## config.mk

```make
export PLATFORM = sky130hd
export DESIGN_NAME = dsp_timer
export DESIGN_NICKNAME = d
export VERILOG_FILES = /design/src/design/dsp_pkg.sv /design/src/design/dsp_channel.sv /design/src/design/dsp_timer.sv
export SDC_FILE = /design/constraint.sdc
export NUM_CORES = 1
export LEC_CHECK = 0
export BUFFER_PORTS_ARGS = -buffer_cell sky130_fd_sc_hd__buf_2
export CORE_MARGIN = 2
export CORE_UTILIZATION = 45
export DETAILED_ROUTE_END_ITERATION = 10
export SLEW_MARGIN = 10
export SYNTH_ARGS = -nofsm -noshare
export SYNTH_HDL_FRONTEND = slang
export SYNTH_SLANG_ARGS = --single-unit
```

## constraint.sdc

```tcl
create_clock -name aclk -period 3 [get_ports aclk]
set_input_delay 0.15 -clock aclk [delete_from_list [all_inputs] [get_ports aclk]]
set_output_delay 0.15 -clock aclk [all_outputs]
set_load 0.03 [all_outputs]
```

## src/design/dsp_pkg.sv

```systemverilog
// Package holding register map, field layout and mode codes of the dual-slope PWM timer
package dsp_pkg;

  // ************************************************************
  // Register byte offsets
  // ************************************************************
  localparam logic [7:0] OFF_CTRL_A  = 8'h80;
  localparam logic [7:0] OFF_CTRL_B  = 8'h84;
  localparam logic [7:0] OFF_CMP_A   = 8'h88;
  localparam logic [7:0] OFF_CMP_B   = 8'h8C;
  localparam logic [7:0] OFF_CAPT    = 8'h90;
  localparam logic [7:0] OFF_COUNT   = 8'h94;
  localparam logic [7:0] OFF_FLAGS   = 8'h98;
  localparam logic [7:0] OFF_PIN_DIR = 8'h9C;

  // ************************************************************
  // Field positions
  // ************************************************************
  localparam int ACT_A_LSB     = 6;
  localparam int ACT_B_LSB     = 4;
  localparam int WSEL_LOW_LSB  = 0;
  localparam int WSEL_HIGH_LSB = 0;
  localparam int CLKSEL_LSB    = 2;
  localparam int FLAG_OVF      = 0;
  localparam int FLAG_CMP_A    = 1;
  localparam int FLAG_CMP_B    = 2;
  localparam int FLAG_CAPT     = 3;
  localparam int DIR_A         = 0;
  localparam int DIR_B         = 1;

  // ************************************************************
  // Reset values and write masks
  // ************************************************************
  localparam logic [7:0]  CTRL_A_RST   = 8'h00;
  localparam logic [7:0]  CTRL_A_WMASK = 8'hF3;
  localparam logic [7:0]  CTRL_B_RST   = 8'h00;
  localparam logic [7:0]  CTRL_B_WMASK = 8'h1F;
  localparam logic [15:0] VALUE_RST    = 16'h0000;
  localparam logic [15:0] BOTTOM       = 16'h0000;
  localparam logic [1:0]  DIR_RST      = 2'h0;

  // ************************************************************
  // Mode, action and prescaler codes
  // ************************************************************
  localparam logic [3:0] WSEL_TOP_CAPT  = 4'h8;
  localparam logic [3:0] WSEL_TOP_CMP_A = 4'h9;
  localparam logic [3:0] WSEL_PC_CMP_A  = 4'hB;
  localparam logic [1:0] ACT_OFF        = 2'h0;
  localparam logic [1:0] ACT_TOGGLE     = 2'h1;
  localparam logic [1:0] ACT_NONINV     = 2'h2;
  localparam logic [1:0] ACT_INV        = 2'h3;
  localparam logic [2:0] CLKSEL_DIV1    = 3'h1;
  localparam logic [2:0] CLKSEL_DIV8    = 3'h2;
  localparam logic [2:0] CLKSEL_DIV64   = 3'h3;
  localparam logic [2:0] CLKSEL_DIV256  = 3'h4;
  localparam logic [2:0] CLKSEL_DIV1024 = 3'h5;
  localparam logic [9:0] DIV1_LAST      = 10'h000;
  localparam logic [9:0] DIV8_LAST      = 10'h007;
  localparam logic [9:0] DIV64_LAST     = 10'h03F;
  localparam logic [9:0] DIV256_LAST    = 10'h0FF;
  localparam logic [9:0] DIV1024_LAST   = 10'h3FF;

  // ************************************************************
  // Bus answers and count direction
  // ************************************************************
  localparam logic [1:0] RESP_OKAY   = 2'h0;
  localparam logic [1:0] RESP_SLVERR = 2'h2;

  typedef enum logic {dsp_count_up, dsp_count_down} dsp_dir_e;

endpackage

```

## src/design/dsp_channel.sv

```systemverilog
// One compare channel: match detection and output waveform register
`timescale 1ns/10ps
module dsp_channel #(
  parameter int W = 16
) (
  // Clock and reset
  input  wire logic         aclk,
  input  wire logic         aresetn,
  // Counter state
  input  wire logic         tick,
  input  wire logic         run,
  input  wire logic [W-1:0] count,
  input  wire logic [W-1:0] top,
  input  wire logic         dir_down,
  // Channel setup
  input  wire logic [W-1:0] value,
  input  wire logic [1:0]   action,
  input  wire logic         toggle_ok,
  // Results
  output logic              match,
  output logic              compare_output
);

  logic eff_down;

  // Match only counts on a tick of a running counter
  // match detection
  assign match = tick && run && (count == value);

  // Top is judged downward and bottom upward, so extreme values give flat levels
  // extreme values
  assign eff_down = (count == top) ? 1'b1 : (count == dsp_pkg::BOTTOM) ? 1'b0 : dir_down;

  // Waveform register
  always_ff @(posedge aclk) begin
    if (!aresetn) begin
      compare_output <= 1'b0;
    end else if (match) begin
      case (action)
        dsp_pkg::ACT_NONINV: compare_output <= eff_down;
        dsp_pkg::ACT_INV:    compare_output <= !eff_down;
        dsp_pkg::ACT_TOGGLE: compare_output <= toggle_ok ? !compare_output : compare_output;
        default:             compare_output <= compare_output;
      endcase
    end
  end

endmodule // dsp_channel

```

## src/design/dsp_timer.sv

```systemverilog
// Dual-slope phase and frequency correct PWM timer with AXI4-Lite registers
//
// Register access over AXI4-Lite was left to the implementer.
`timescale 1ns/10ps
module dsp_timer #(
  parameter int W = 16
) (
  // Clock and reset
  input  wire logic         aclk,
  input  wire logic         aresetn,
  // AXI4-Lite write address
  input  wire logic [7:0]   s_axi_awaddr,
  input  wire logic         s_axi_awvalid,
  output logic              s_axi_awready,
  // AXI4-Lite write data
  input  wire logic [31:0]  s_axi_wdata,
  input  wire logic [3:0]   s_axi_wstrb,
  input  wire logic         s_axi_wvalid,
  output logic              s_axi_wready,
  // AXI4-Lite write response
  output logic [1:0]        s_axi_bresp,
  output logic              s_axi_bvalid,
  input  wire logic         s_axi_bready,
  // AXI4-Lite read address
  input  wire logic [7:0]   s_axi_araddr,
  input  wire logic         s_axi_arvalid,
  output logic              s_axi_arready,
  // AXI4-Lite read data
  output logic [31:0]       s_axi_rdata,
  output logic [1:0]        s_axi_rresp,
  output logic              s_axi_rvalid,
  input  wire logic         s_axi_rready,
  // Compare output pins
  output logic              compare_output_a,
  output logic              compare_output_a_oe,
  output logic              compare_output_b,
  output logic              compare_output_b_oe
);

  // ************************************************************
  // Registers and state
  // ************************************************************
  logic [7:0]        ctrl_a;
  logic [7:0]        ctrl_b;
  logic [W-1:0]      cmp_a_buf;
  logic [W-1:0]      cmp_b_buf;
  logic [W-1:0]      cmp_a_act;
  logic [W-1:0]      cmp_b_act;
  logic [W-1:0]      capture_value;
  logic [W-1:0]      count_value;
  logic [3:0]        flags;
  logic [1:0]        pin_direction_bit;
  dsp_pkg::dsp_dir_e dir;
  logic [9:0]        presc_cnt;
  logic [9:0]        presc_last;
  logic              timer_tick;
  logic [7:0]        aw_addr;
  logic              aw_held;
  logic [31:0]       w_data;
  logic [3:0]        w_strb;
  logic              w_held;
  logic              do_write;
  logic              wr_hit;
  logic [31:0]       rd_word;
  logic              rd_hit;

  logic [1:0]        output_action_a;
  logic [1:0]        output_action_b;
  logic [3:0]        waveform_select;
  logic [2:0]        clk_select;
  logic              run;
  logic              toggle_ok;
  logic [W-1:0]      top;
  logic              at_top;
  logic              at_bottom;
  logic              match_a;
  logic              match_b;
  logic              pin_a;
  logic              pin_b;
  logic [3:0]        flag_set;
  logic [3:0]        flag_clr;

  assign output_action_a = ctrl_a[dsp_pkg::ACT_A_LSB +: 2];
  assign output_action_b = ctrl_a[dsp_pkg::ACT_B_LSB +: 2];
  assign waveform_select = {ctrl_b[dsp_pkg::WSEL_HIGH_LSB +: 2],
                            ctrl_a[dsp_pkg::WSEL_LOW_LSB +: 2]};
  assign clk_select      = ctrl_b[dsp_pkg::CLKSEL_LSB +: 3];

  // ************************************************************
  // Prescaler
  // ************************************************************
  // Divider end value per clock select; unknown codes stop the timer
  always_comb begin
    if (clk_select == dsp_pkg::CLKSEL_DIV1) begin
      presc_last = dsp_pkg::DIV1_LAST;
    end else if (clk_select == dsp_pkg::CLKSEL_DIV8) begin
      presc_last = dsp_pkg::DIV8_LAST;
    end else if (clk_select == dsp_pkg::CLKSEL_DIV64) begin
      presc_last = dsp_pkg::DIV64_LAST;
    end else if (clk_select == dsp_pkg::CLKSEL_DIV256) begin
      presc_last = dsp_pkg::DIV256_LAST;
    end else begin
      presc_last = dsp_pkg::DIV1024_LAST;
    end
  end

  always_ff @(posedge aclk) begin
    if (!aresetn) begin
      presc_cnt  <= 10'h000;
      timer_tick <= 1'b0;
    end else if (clk_select < dsp_pkg::CLKSEL_DIV1 || clk_select > dsp_pkg::CLKSEL_DIV1024) begin
      presc_cnt  <= 10'h000;
      timer_tick <= 1'b0;
    end else if (presc_cnt >= presc_last) begin
      presc_cnt  <= 10'h000;
      timer_tick <= 1'b1;
    end else begin
      presc_cnt  <= presc_cnt + 10'h001;
      timer_tick <= 1'b0;
    end
  end

  // ************************************************************
  // Counter
  // ************************************************************
  // top source select
  assign run       = (waveform_select == dsp_pkg::WSEL_TOP_CAPT) ||
                     (waveform_select == dsp_pkg::WSEL_TOP_CMP_A);
  assign top       = (waveform_select == dsp_pkg::WSEL_TOP_CAPT) ? capture_value : cmp_a_act;
  assign at_top    = (count_value == top);
  assign at_bottom = (count_value == dsp_pkg::BOTTOM);

  // Other counting modes are outside this block, so the counter parks at bottom
  always_ff @(posedge aclk) begin
    if (!aresetn) begin
      count_value <= dsp_pkg::BOTTOM;
      dir         <= dsp_pkg::dsp_count_up;
    end else if (!run) begin
      count_value <= dsp_pkg::BOTTOM;
      dir         <= dsp_pkg::dsp_count_up;
    end else if (timer_tick) begin
      // dual slope; top is ignored at bottom, where it may still be stale
      if (dir == dsp_pkg::dsp_count_up && at_top && !at_bottom) begin
        dir         <= dsp_pkg::dsp_count_down;
        count_value <= count_value - 16'h0001;
      end else if (dir == dsp_pkg::dsp_count_down && at_bottom) begin
        dir         <= dsp_pkg::dsp_count_up;
        count_value <= count_value + 16'h0001;
      end else if (dir == dsp_pkg::dsp_count_up) begin
        count_value <= count_value + 16'h0001;
      end else begin
        count_value <= count_value - 16'h0001;
      end
    end
  end

  // Buffered compare values move to the active copies at bottom only
  always_ff @(posedge aclk) begin
    if (!aresetn) begin
      cmp_a_act <= dsp_pkg::VALUE_RST;
      cmp_b_act <= dsp_pkg::VALUE_RST;
    end else if (run && timer_tick && at_bottom) begin
      cmp_a_act <= cmp_a_buf;
      cmp_b_act <= cmp_b_buf;
    end
  end

  // ************************************************************
  // Compare channels and pins
  // ************************************************************
  // toggle only in modes 9 and 11
  assign toggle_ok = (waveform_select == dsp_pkg::WSEL_TOP_CMP_A) ||
                     (waveform_select == dsp_pkg::WSEL_PC_CMP_A);

  dsp_channel #(.W(W)) u_chan_a (
    .aclk           (aclk),
    .aresetn        (aresetn),
    .tick           (timer_tick),
    .run            (run),
    .count          (count_value),
    .top            (top),
    .dir_down       (dir == dsp_pkg::dsp_count_down),
    .value          (cmp_a_act),
    .action         (output_action_a),
    .toggle_ok      (toggle_ok),
    .match          (match_a),
    .compare_output (pin_a)
  );

  dsp_channel #(.W(W)) u_chan_b (
    .aclk           (aclk),
    .aresetn        (aresetn),
    .tick           (timer_tick),
    .run            (run),
    .count          (count_value),
    .top            (top),
    .dir_down       (dir == dsp_pkg::dsp_count_down),
    .value          (cmp_b_act),
    .action         (output_action_b),
    .toggle_ok      (1'b0),
    .match          (match_b),
    .compare_output (pin_b)
  );

  // Pins follow the waveform registers; enables need a connected action and direction
  always_ff @(posedge aclk) begin
    if (!aresetn) begin
      compare_output_a    <= 1'b0;
      compare_output_b    <= 1'b0;
      compare_output_a_oe <= 1'b0;
      compare_output_b_oe <= 1'b0;
    end else begin
      compare_output_a    <= pin_a;
      compare_output_b    <= pin_b;
      compare_output_a_oe <= pin_direction_bit[dsp_pkg::DIR_A] &&
                             (output_action_a[1] ||
                              (output_action_a == dsp_pkg::ACT_TOGGLE && toggle_ok));
      compare_output_b_oe <= pin_direction_bit[dsp_pkg::DIR_B] && output_action_b[1];
    end
  end

  // ************************************************************
  // Flags
  // ************************************************************
  always_comb begin
    flag_set = 4'h0;
    flag_set[dsp_pkg::FLAG_OVF]   = run && timer_tick && at_bottom;
    flag_set[dsp_pkg::FLAG_CMP_A] = match_a;
    flag_set[dsp_pkg::FLAG_CMP_B] = match_b;
    flag_set[dsp_pkg::FLAG_CAPT]  = run && timer_tick && at_top &&
                                    (waveform_select == dsp_pkg::WSEL_TOP_CAPT);
    flag_clr = (do_write && aw_addr == dsp_pkg::OFF_FLAGS && w_strb[0]) ? w_data[3:0] : 4'h0;
  end

  // Write-one-to-clear; a new event in the clear cycle wins
  always_ff @(posedge aclk) begin
    if (!aresetn) begin
      flags <= 4'h0;
    end else begin
      flags <= (flags & ~flag_clr) | flag_set;
    end
  end

  // ************************************************************
  // AXI4-Lite write path
  // ************************************************************
  assign do_write = aw_held && w_held && !s_axi_bvalid;
  assign wr_hit   = (aw_addr == dsp_pkg::OFF_CTRL_A) || (aw_addr == dsp_pkg::OFF_CTRL_B) ||
                    (aw_addr == dsp_pkg::OFF_CMP_A)  || (aw_addr == dsp_pkg::OFF_CMP_B)  ||
                    (aw_addr == dsp_pkg::OFF_CAPT)   || (aw_addr == dsp_pkg::OFF_COUNT)  ||
                    (aw_addr == dsp_pkg::OFF_FLAGS)  || (aw_addr == dsp_pkg::OFF_PIN_DIR);

  // Address and data are caught independently, in either order
  always_ff @(posedge aclk) begin
    if (!aresetn) begin
      s_axi_awready <= 1'b0;
      s_axi_wready  <= 1'b0;
      s_axi_bvalid  <= 1'b0;
      s_axi_bresp   <= dsp_pkg::RESP_OKAY;
      aw_held       <= 1'b0;
      w_held        <= 1'b0;
      aw_addr       <= 8'h00;
      w_data        <= 32'h0000_0000;
      w_strb        <= 4'h0;
    end else begin
      s_axi_awready <= !aw_held && !(s_axi_awvalid && s_axi_awready);
      s_axi_wready  <= !w_held && !(s_axi_wvalid && s_axi_wready);
      if (s_axi_awvalid && s_axi_awready) begin
        aw_held <= 1'b1;
        aw_addr <= {s_axi_awaddr[7:2], 2'h0};
      end
      if (s_axi_wvalid && s_axi_wready) begin
        w_held <= 1'b1;
        w_data <= s_axi_wdata;
        w_strb <= s_axi_wstrb;
      end
      if (do_write) begin
        s_axi_bvalid <= 1'b1;
        s_axi_bresp  <= wr_hit ? dsp_pkg::RESP_OKAY : dsp_pkg::RESP_SLVERR;
      end else if (s_axi_bvalid && s_axi_bready) begin
        s_axi_bvalid  <= 1'b0;
        aw_held       <= 1'b0;
        w_held        <= 1'b0;
        s_axi_awready <= 1'b1;
        s_axi_wready  <= 1'b1;
      end
    end
  end

  // Register stores; byte strobes select the lanes written
  always_ff @(posedge aclk) begin
    if (!aresetn) begin
      ctrl_a            <= dsp_pkg::CTRL_A_RST;
      ctrl_b            <= dsp_pkg::CTRL_B_RST;
      cmp_a_buf         <= dsp_pkg::VALUE_RST;
      cmp_b_buf         <= dsp_pkg::VALUE_RST;
      capture_value     <= dsp_pkg::VALUE_RST;
      pin_direction_bit <= dsp_pkg::DIR_RST;
    end else if (do_write) begin
      if (aw_addr == dsp_pkg::OFF_CTRL_A) begin
        if (w_strb[0]) ctrl_a <= w_data[7:0] & dsp_pkg::CTRL_A_WMASK;
      end else if (aw_addr == dsp_pkg::OFF_CTRL_B) begin
        if (w_strb[0]) ctrl_b <= w_data[7:0] & dsp_pkg::CTRL_B_WMASK;
      end else if (aw_addr == dsp_pkg::OFF_CMP_A) begin
        if (w_strb[0]) cmp_a_buf[7:0]  <= w_data[7:0];
        if (w_strb[1]) cmp_a_buf[15:8] <= w_data[15:8];
      end else if (aw_addr == dsp_pkg::OFF_CMP_B) begin
        if (w_strb[0]) cmp_b_buf[7:0]  <= w_data[7:0];
        if (w_strb[1]) cmp_b_buf[15:8] <= w_data[15:8];
      end else if (aw_addr == dsp_pkg::OFF_CAPT) begin
        // Not buffered: a change bites at once, so a running top may skew one period
        if (w_strb[0]) capture_value[7:0]  <= w_data[7:0];
        if (w_strb[1]) capture_value[15:8] <= w_data[15:8];
      end else if (aw_addr == dsp_pkg::OFF_PIN_DIR) begin
        if (w_strb[0]) pin_direction_bit <= w_data[1:0];
      end
    end
  end

  // ************************************************************
  // AXI4-Lite read path
  // ************************************************************
  always_comb begin
    rd_word = 32'h0000_0000;
    rd_hit  = 1'b1;
    if (s_axi_araddr[7:2] == dsp_pkg::OFF_CTRL_A[7:2]) begin
      rd_word[7:0] = ctrl_a;
    end else if (s_axi_araddr[7:2] == dsp_pkg::OFF_CTRL_B[7:2]) begin
      rd_word[7:0] = ctrl_b;
    end else if (s_axi_araddr[7:2] == dsp_pkg::OFF_CMP_A[7:2]) begin
      rd_word[15:0] = cmp_a_buf;
    end else if (s_axi_araddr[7:2] == dsp_pkg::OFF_CMP_B[7:2]) begin
      rd_word[15:0] = cmp_b_buf;
    end else if (s_axi_araddr[7:2] == dsp_pkg::OFF_CAPT[7:2]) begin
      rd_word[15:0] = capture_value;
    end else if (s_axi_araddr[7:2] == dsp_pkg::OFF_COUNT[7:2]) begin
      rd_word[15:0] = count_value;
    end else if (s_axi_araddr[7:2] == dsp_pkg::OFF_FLAGS[7:2]) begin
      rd_word[3:0] = flags;
    end else if (s_axi_araddr[7:2] == dsp_pkg::OFF_PIN_DIR[7:2]) begin
      rd_word[1:0] = pin_direction_bit;
    end else begin
      rd_hit = 1'b0;
    end
  end

  // One read at a time; answer one cycle after the address is taken
  always_ff @(posedge aclk) begin
    if (!aresetn) begin
      s_axi_arready <= 1'b0;
      s_axi_rvalid  <= 1'b0;
      s_axi_rdata   <= 32'h0000_0000;
      s_axi_rresp   <= dsp_pkg::RESP_OKAY;
    end else if (s_axi_arvalid && s_axi_arready) begin
      s_axi_arready <= 1'b0;
      s_axi_rvalid  <= 1'b1;
      s_axi_rdata   <= rd_word;
      s_axi_rresp   <= rd_hit ? dsp_pkg::RESP_OKAY : dsp_pkg::RESP_SLVERR;
    end else if (s_axi_rvalid && s_axi_rready) begin
      s_axi_rvalid  <= 1'b0;
      s_axi_arready <= 1'b1;
    end else if (!s_axi_rvalid) begin
      s_axi_arready <= 1'b1;
    end
  end

endmodule // dsp_timer

```

# Word-level counts from Yosys, hierarchy flattened
# Index checks and enable logic that the tools add are counted.
[classes]
n_bitwise = 10
add_sub_neg = 3
n_eq_ne = 33
n_reduce_logical = 64
magnitude_cmp = 3
muxes = 55
[op_table]
columns = ["operator", "n"]
rows = [
  ["2-to-1 mux 16 bit", 7],
  ["== test 6 bit (second input constant)", 16],
  ["== test 16 bit", 3],
  ["2-to-1 mux 10 bit", 4],
  ["2-to-1 mux 8 bit", 4],
  ["2-to-1 mux 1 bit", 30],
  ["logical AND 1 bit", 23],
  ["adder 16 x 1 -> 16 bit (second input constant)", 1],
  ["zero test 16 bit", 1],
  ["subtractor 16 x 1 -> 16 bit (second input constant)", 1],
  ["AND reduction 7 bit", 2],
  ["== test 4 bit (second input constant)", 3],
  ["2-to-1 mux 12 bit", 1],
  ["AND reduction 6 bit", 2],
  ["logical OR 1 bit", 11],
  ["adder 10 x 1 -> 10 bit (second input constant)", 1],
  [">= comparator 10 bit", 1],
  ["2-to-1 mux 2 bit", 5],
  ["AND reduction 5 bit", 2],
  ["== test 2 bit (second input constant)", 4],
  ["zero test 1 bit", 8],
  ["2-to-1 mux 4 bit", 2],
  ["AND reduction 8 bit", 1],
  ["nonzero test 2 bit", 4],
  ["other kinds (20)", 31],
]
[totals]
inputBits = 59
reg_bits = 182
output_inout_bits = 45

# Logic depth before layout (Yosys ltp)
[logic_depth]
word_depth = 10
depth_mapped = 13

# Modules after synthesis
# Synthesis repeated with hierarchy kept, for this count alone.
[unflattened]
cells_unflattened = 1148
hier_area_um2 = 9471.6
[modules_own_cells]
columns = ["mod", "instances", "area_per_inst_um2", "seq_area_each_um2", "cells_each"]
rows = [
  ["dsp_timer", 1, 8498.2, 3563.4, 1030],
  ["dsp_channel", 2, 486.7, 20.0, 59],
]

# Worst setup path after synthesis
# No wires, ideal clock.
[synth_timing]
path_kind = "register -> register"
startpoint = "register ctrl_a[0]"
endpoint = "register count_value[15]"
stages_incl_launch_ff = 9
t_arrival_ns = 2.693
path_buffers = 0
path_slack_ns = 0.239
cell_sequence = "dfxtp_1 > nor4b_4 > mux2_2 > a221o_1 > or4_4 > o21ba_1 > or4_4 > a21o_1 > a21oi_2"
[synth_between]
elab_chain_cells = 6
word_cells_on_any_way = 9
classes_between = "eq/ne (3); mux (2); reduce/logical (4)"
[synth_lines]
columns = ["element", "line", "text"]
rows = [
  ["start: declaration", "dsp_timer.sv:43", "logic [7:0] ctrl_a;"],
  ["start signal: assignment", "dsp_timer.sv:293", "ctrl_a <= dsp_pkg::CTRL_A_RST;"],
  ["start signal: assignment", "dsp_timer.sv:301", "if (w_strb[0]) ctrl_a <= w_data[7:0] & dsp_pkg::CTRL_A_WMASK;"],
  ["== test 4 bit", "dsp_timer.sv:127, dsp_timer.sv:129", ""],
  ["2-to-1 mux 16 bit", "dsp_timer.sv:129", "assign top = (waveform_select == dsp_pkg::WSEL_TOP_CAPT) ? capture_value : cmp_a_act;"],
  ["== test 16 bit", "dsp_timer.sv:130", "assign at_top = (count_value == top);"],
  ["logical AND 1 bit (2 in series)", "dsp_timer.sv:143", "if (dir == dsp_pkg::dsp_count_up && at_top && !at_bottom) begin"],
  ["2-to-1 mux 16 bit", "dsp_timer.sv:143", ""],
  ["end signal: assignment", "dsp_timer.sv:136", "count_value <= dsp_pkg::BOTTOM;"],
  ["end signal: assignment", "dsp_timer.sv:145", "count_value <= count_value - 16'h0001;"],
  ["end signal: assignment", "dsp_timer.sv:148", "count_value <= count_value + 16'h0001;"],
  ["end: declaration", "dsp_timer.sv:50", "logic [W-1:0] count_value;"],
]
# Several ways; a longest one is shown, not always the timed one.
# A chain may end at the register's enable or synchronous reset.

# Worst setup path after layout
[layout_timing]
startpoint = "register ctrl_a[1]"
endpoint = "register count_value[15]"
# Same word-level chain as after synthesis.

==> reports/metrics.cfg <==
[placement]
numPortBuffers=63
dp_cells=1385
hpwlAfterDp_um=17500
gp_congestion=0.885

[pwr]
p_switching_uw=1320
power.share.sequential=0.495
power.internal_uw=3620
switching_share=0.266
power_frac_comb=0.055
vdd_ir_drop_max_mv=0.383
pwr_density_cell_nw_per_um2=478
p_leak_uw=0.00411
pwr-share-clk=0.450

[clock_tree]
cts_buffers=17
clkLatencyLatePin_ns=0.44
clockBufferDepth=2
cts.sink_count=180
clk_pin_slew_ns=0.08
htreeDepth=4
cts_tree=done
root_buffer=clkbuf_16

[synthesis]
synth-async-reset-ratio=0
synth_edf_count=0
synth_area_um2=8800
ys_seq_elements=180
yosys_warnings=0
synth-main-ff-cell=dfxtp_1
ys_types=61
syn_avg_cell_area_um2=8.12
synth_cells=1084
seq_area_frac_synth=0.409

[critical_path]
rr_startpoint=ctrl_a[1]
critical-path-slowest-cell=or4_4
slowest_delay_ns=0.50
crit_path_start_kind=flop
crit_fanout=5
cp_data_arrival_time_ns=3.26
crit_required_ns=3.36
cp-end-kind=flop
timing.rr.end=count_value[15]
criticalPathCategory=flop to flop
crit_path_frequent_cell=or4_4
path_delay_family=simple AND/OR/NAND/NOR gates
rrSetupSlack_ns=0.11
worst-path-buf-inv=0
cp_cell_sequence=nor4b_4 > mux2_2 > a221o_1 > or4_4 > o21ba_1 > or4_4 > a21o_1 > a21oi_2
reg2reg_depth=8

[routing]
num_vias=7872
drc_errors=0
routed_via_density=5.45
final_antenna_net_count=0
dr.pass1.iters=5
drt_wl_total_um=24700
first_iter_violations=620
wire_per_inst_um=17.1

[global_route]
gr-usage-met2=0.372
grt_antenna_before_repair=0
grtUsageTotal=0.246
use_met1=0.352
grt.busiest_layer=met2
grt.overflow.total=0
grt_use_met3=0.0470
grt_pass1_wl_um=39000
grt_max_degree=58
grt_pass1_vias=7226

[timing]
fmax_mhz=346
finalHoldViolCount=0
fin_crit_sh=0.964
rsz0062_at_grt=true
drv_slew=0
finalSetupViolations=0
period_minus_slack_ns=2.89
relSlewSlack=0.486
finalClockSkew_ns=0.0133
worst_slew_pin_slew_ns=0.768
finalSetupTns_ns=0

[worst_hold_path]
hp-start=s_axi_araddr[6]
whs_path_depth=3
hold_end=s_axi_rresp[1]
hp-class=input pin to flop

[finish]
layout_common_cells=178 x dfxtp_1, 164 x nand2_1, 125 x nor2_1
num-nets-final=1238
drive_above_1_share=0.142
fin_cells=1444
antenna_cells=0
layout_commonest_cell=dfxtp_1
finalCoreUtilization=0.534
fillers=1901
syn_to_final_growth_pct=17.3

[floorplanning]
die_w_um=144
die_area_um2=20700
core_um2=19300
rows=51
ios=104
start_util=0.455
dieHeight_um=144

[flow_run]
maxCapViolations=0

[run_status]
outcome=finished clean

-- sequential cells by signal, indices dropped and copies added (netlist names), 6 cells and up --
signal	cells
aw_addr	6
capture_value	16
cmp_a_act	16
cmp_a_buf	16
cmp_b_act	16
cmp_b_buf	16
count_value	16
ctrl_a	6
presc_cnt	10
s_axi_rdata	16
w_data	16
-- cell type report --
type                            count  area [um^2]  share of cell area
Sequential cell                   180         3610               0.349
Clock buffer                       17          425              0.0412
Clock inverter                     15          156              0.0151
Timing Repair Buffer              136          932              0.0902
Tap cell                          265          332              0.0321
Inverter                           19         73.8             0.00715
Multi-Input combinational cell    812         4800               0.465
-- worst reg2reg max path, delay by kind of cell, from the launching register on --
kind,cells,cell delay [ns]
compound gates,4,0.77
flops,1,0.35
simple gates,3,1.34
mux,1,0.37
-- layer usage --
layer  vias to the layer above  routed length (um)
li1                       3878                   -
met1                      3747               11800
met2                       212               11000
met3                        35                1370
met4                         0                 493
met5                         -                   0
-- cells by family after synthesis --
kind of cell / Yosys count / synth area share
simple gates: 464 / 0.247
compound gates: 207 / 0.144
buf+inv: 109 / 0.0559
xor+xnor: 46 / 0.0458
other cells: 1 / 0.000426
fa+ha+maj: 13 / 0.0185
mux: 64 / 0.0792
flops: 180 / 0.409
-- Yosys cell counts (7+ instances only) --
library cell / number / share of area
nor4_1: 7 / 0.0050
o21ai_0: 30 / 0.017
a221oi_1: 18 / 0.018
clkbuf_1: 63 / 0.027
nor3_1: 33 / 0.019
and2_1: 11 / 0.0078
nor2_1: 126 / 0.054
nand3_1: 33 / 0.019
nor3b_1: 10 / 0.0085
and3_1: 8 / 0.0057
a22o_1: 8 / 0.0080
mux2i_1: 55 / 0.063
dfxtp_1: 180 / 0.41
nand2_1: 164 / 0.070
xor2_1: 11 / 0.011
nand4_1: 17 / 0.012
buf_4: 19 / 0.016
inv_1: 18 / 0.0077
nor2b_1: 16 / 0.011
ha_1: 13 / 0.018
a21oi_1: 108 / 0.061
nand2b_1: 16 / 0.011
xnor2_1: 35 / 0.035
o21a_1: 8 / 0.0068
a211oi_1: 7 / 0.0060
-- power by group through the flow --
stage	combinational, uW	sequential [uW]	clock [uW]
6_report	271	2450	2220
5_1_grt	296	2450	2370
4_1_cts	269	2450	2260
3_5_place_dp	243	2500	0
3_3_place_gp	243	2500	0
2_1_floorplan	167	2510	0
-- timing repair --
item / 4_1_cts / 5_1_grt
gates resized for setup: 1 / 9
setup endpoints to repair: 1 / 13
hold buffers: 26 / 0
endpoints found under the hold margin: 26 / 0
pin swaps: 0 / 1
buffers inserted: 0 / 1
-- worst max-delay path by stage --
stage                   start              end  cells past startpoint  slack, ns
floorplan           ctrl_a[0]  count_value[15]                      8       0.24
global placement    ctrl_a[0]  count_value[12]                     11       0.02
detailed placement  ctrl_a[0]  count_value[12]                     11     -0.005
CTS                 ctrl_a[0]  count_value[12]                     11       0.04
global route        ctrl_a[1]   count_value[2]                      9      -0.02
finish              ctrl_a[1]  count_value[15]                      8       0.11
-- metrics by stage --
step / setup WS (ns) / hold slack, ns / power [uW] / cell area [um^2]
floorplan: 0.239 / 0.286 / 2680 / 8870
global placement: 0.0164 / 0.394 / 2750 / 9450
detailed placement: -0.00484 / 0.399 / 2750 / 9450
CTS: 0.0404 / 0.0108 / 4980 / 10300
global route: -0.0220 / 0.0298 / 5110 / 10300
finish: 0.107 / 0.0239 / 4940 / 10300
Note: power is estimated with default switching activity, not from simulation.
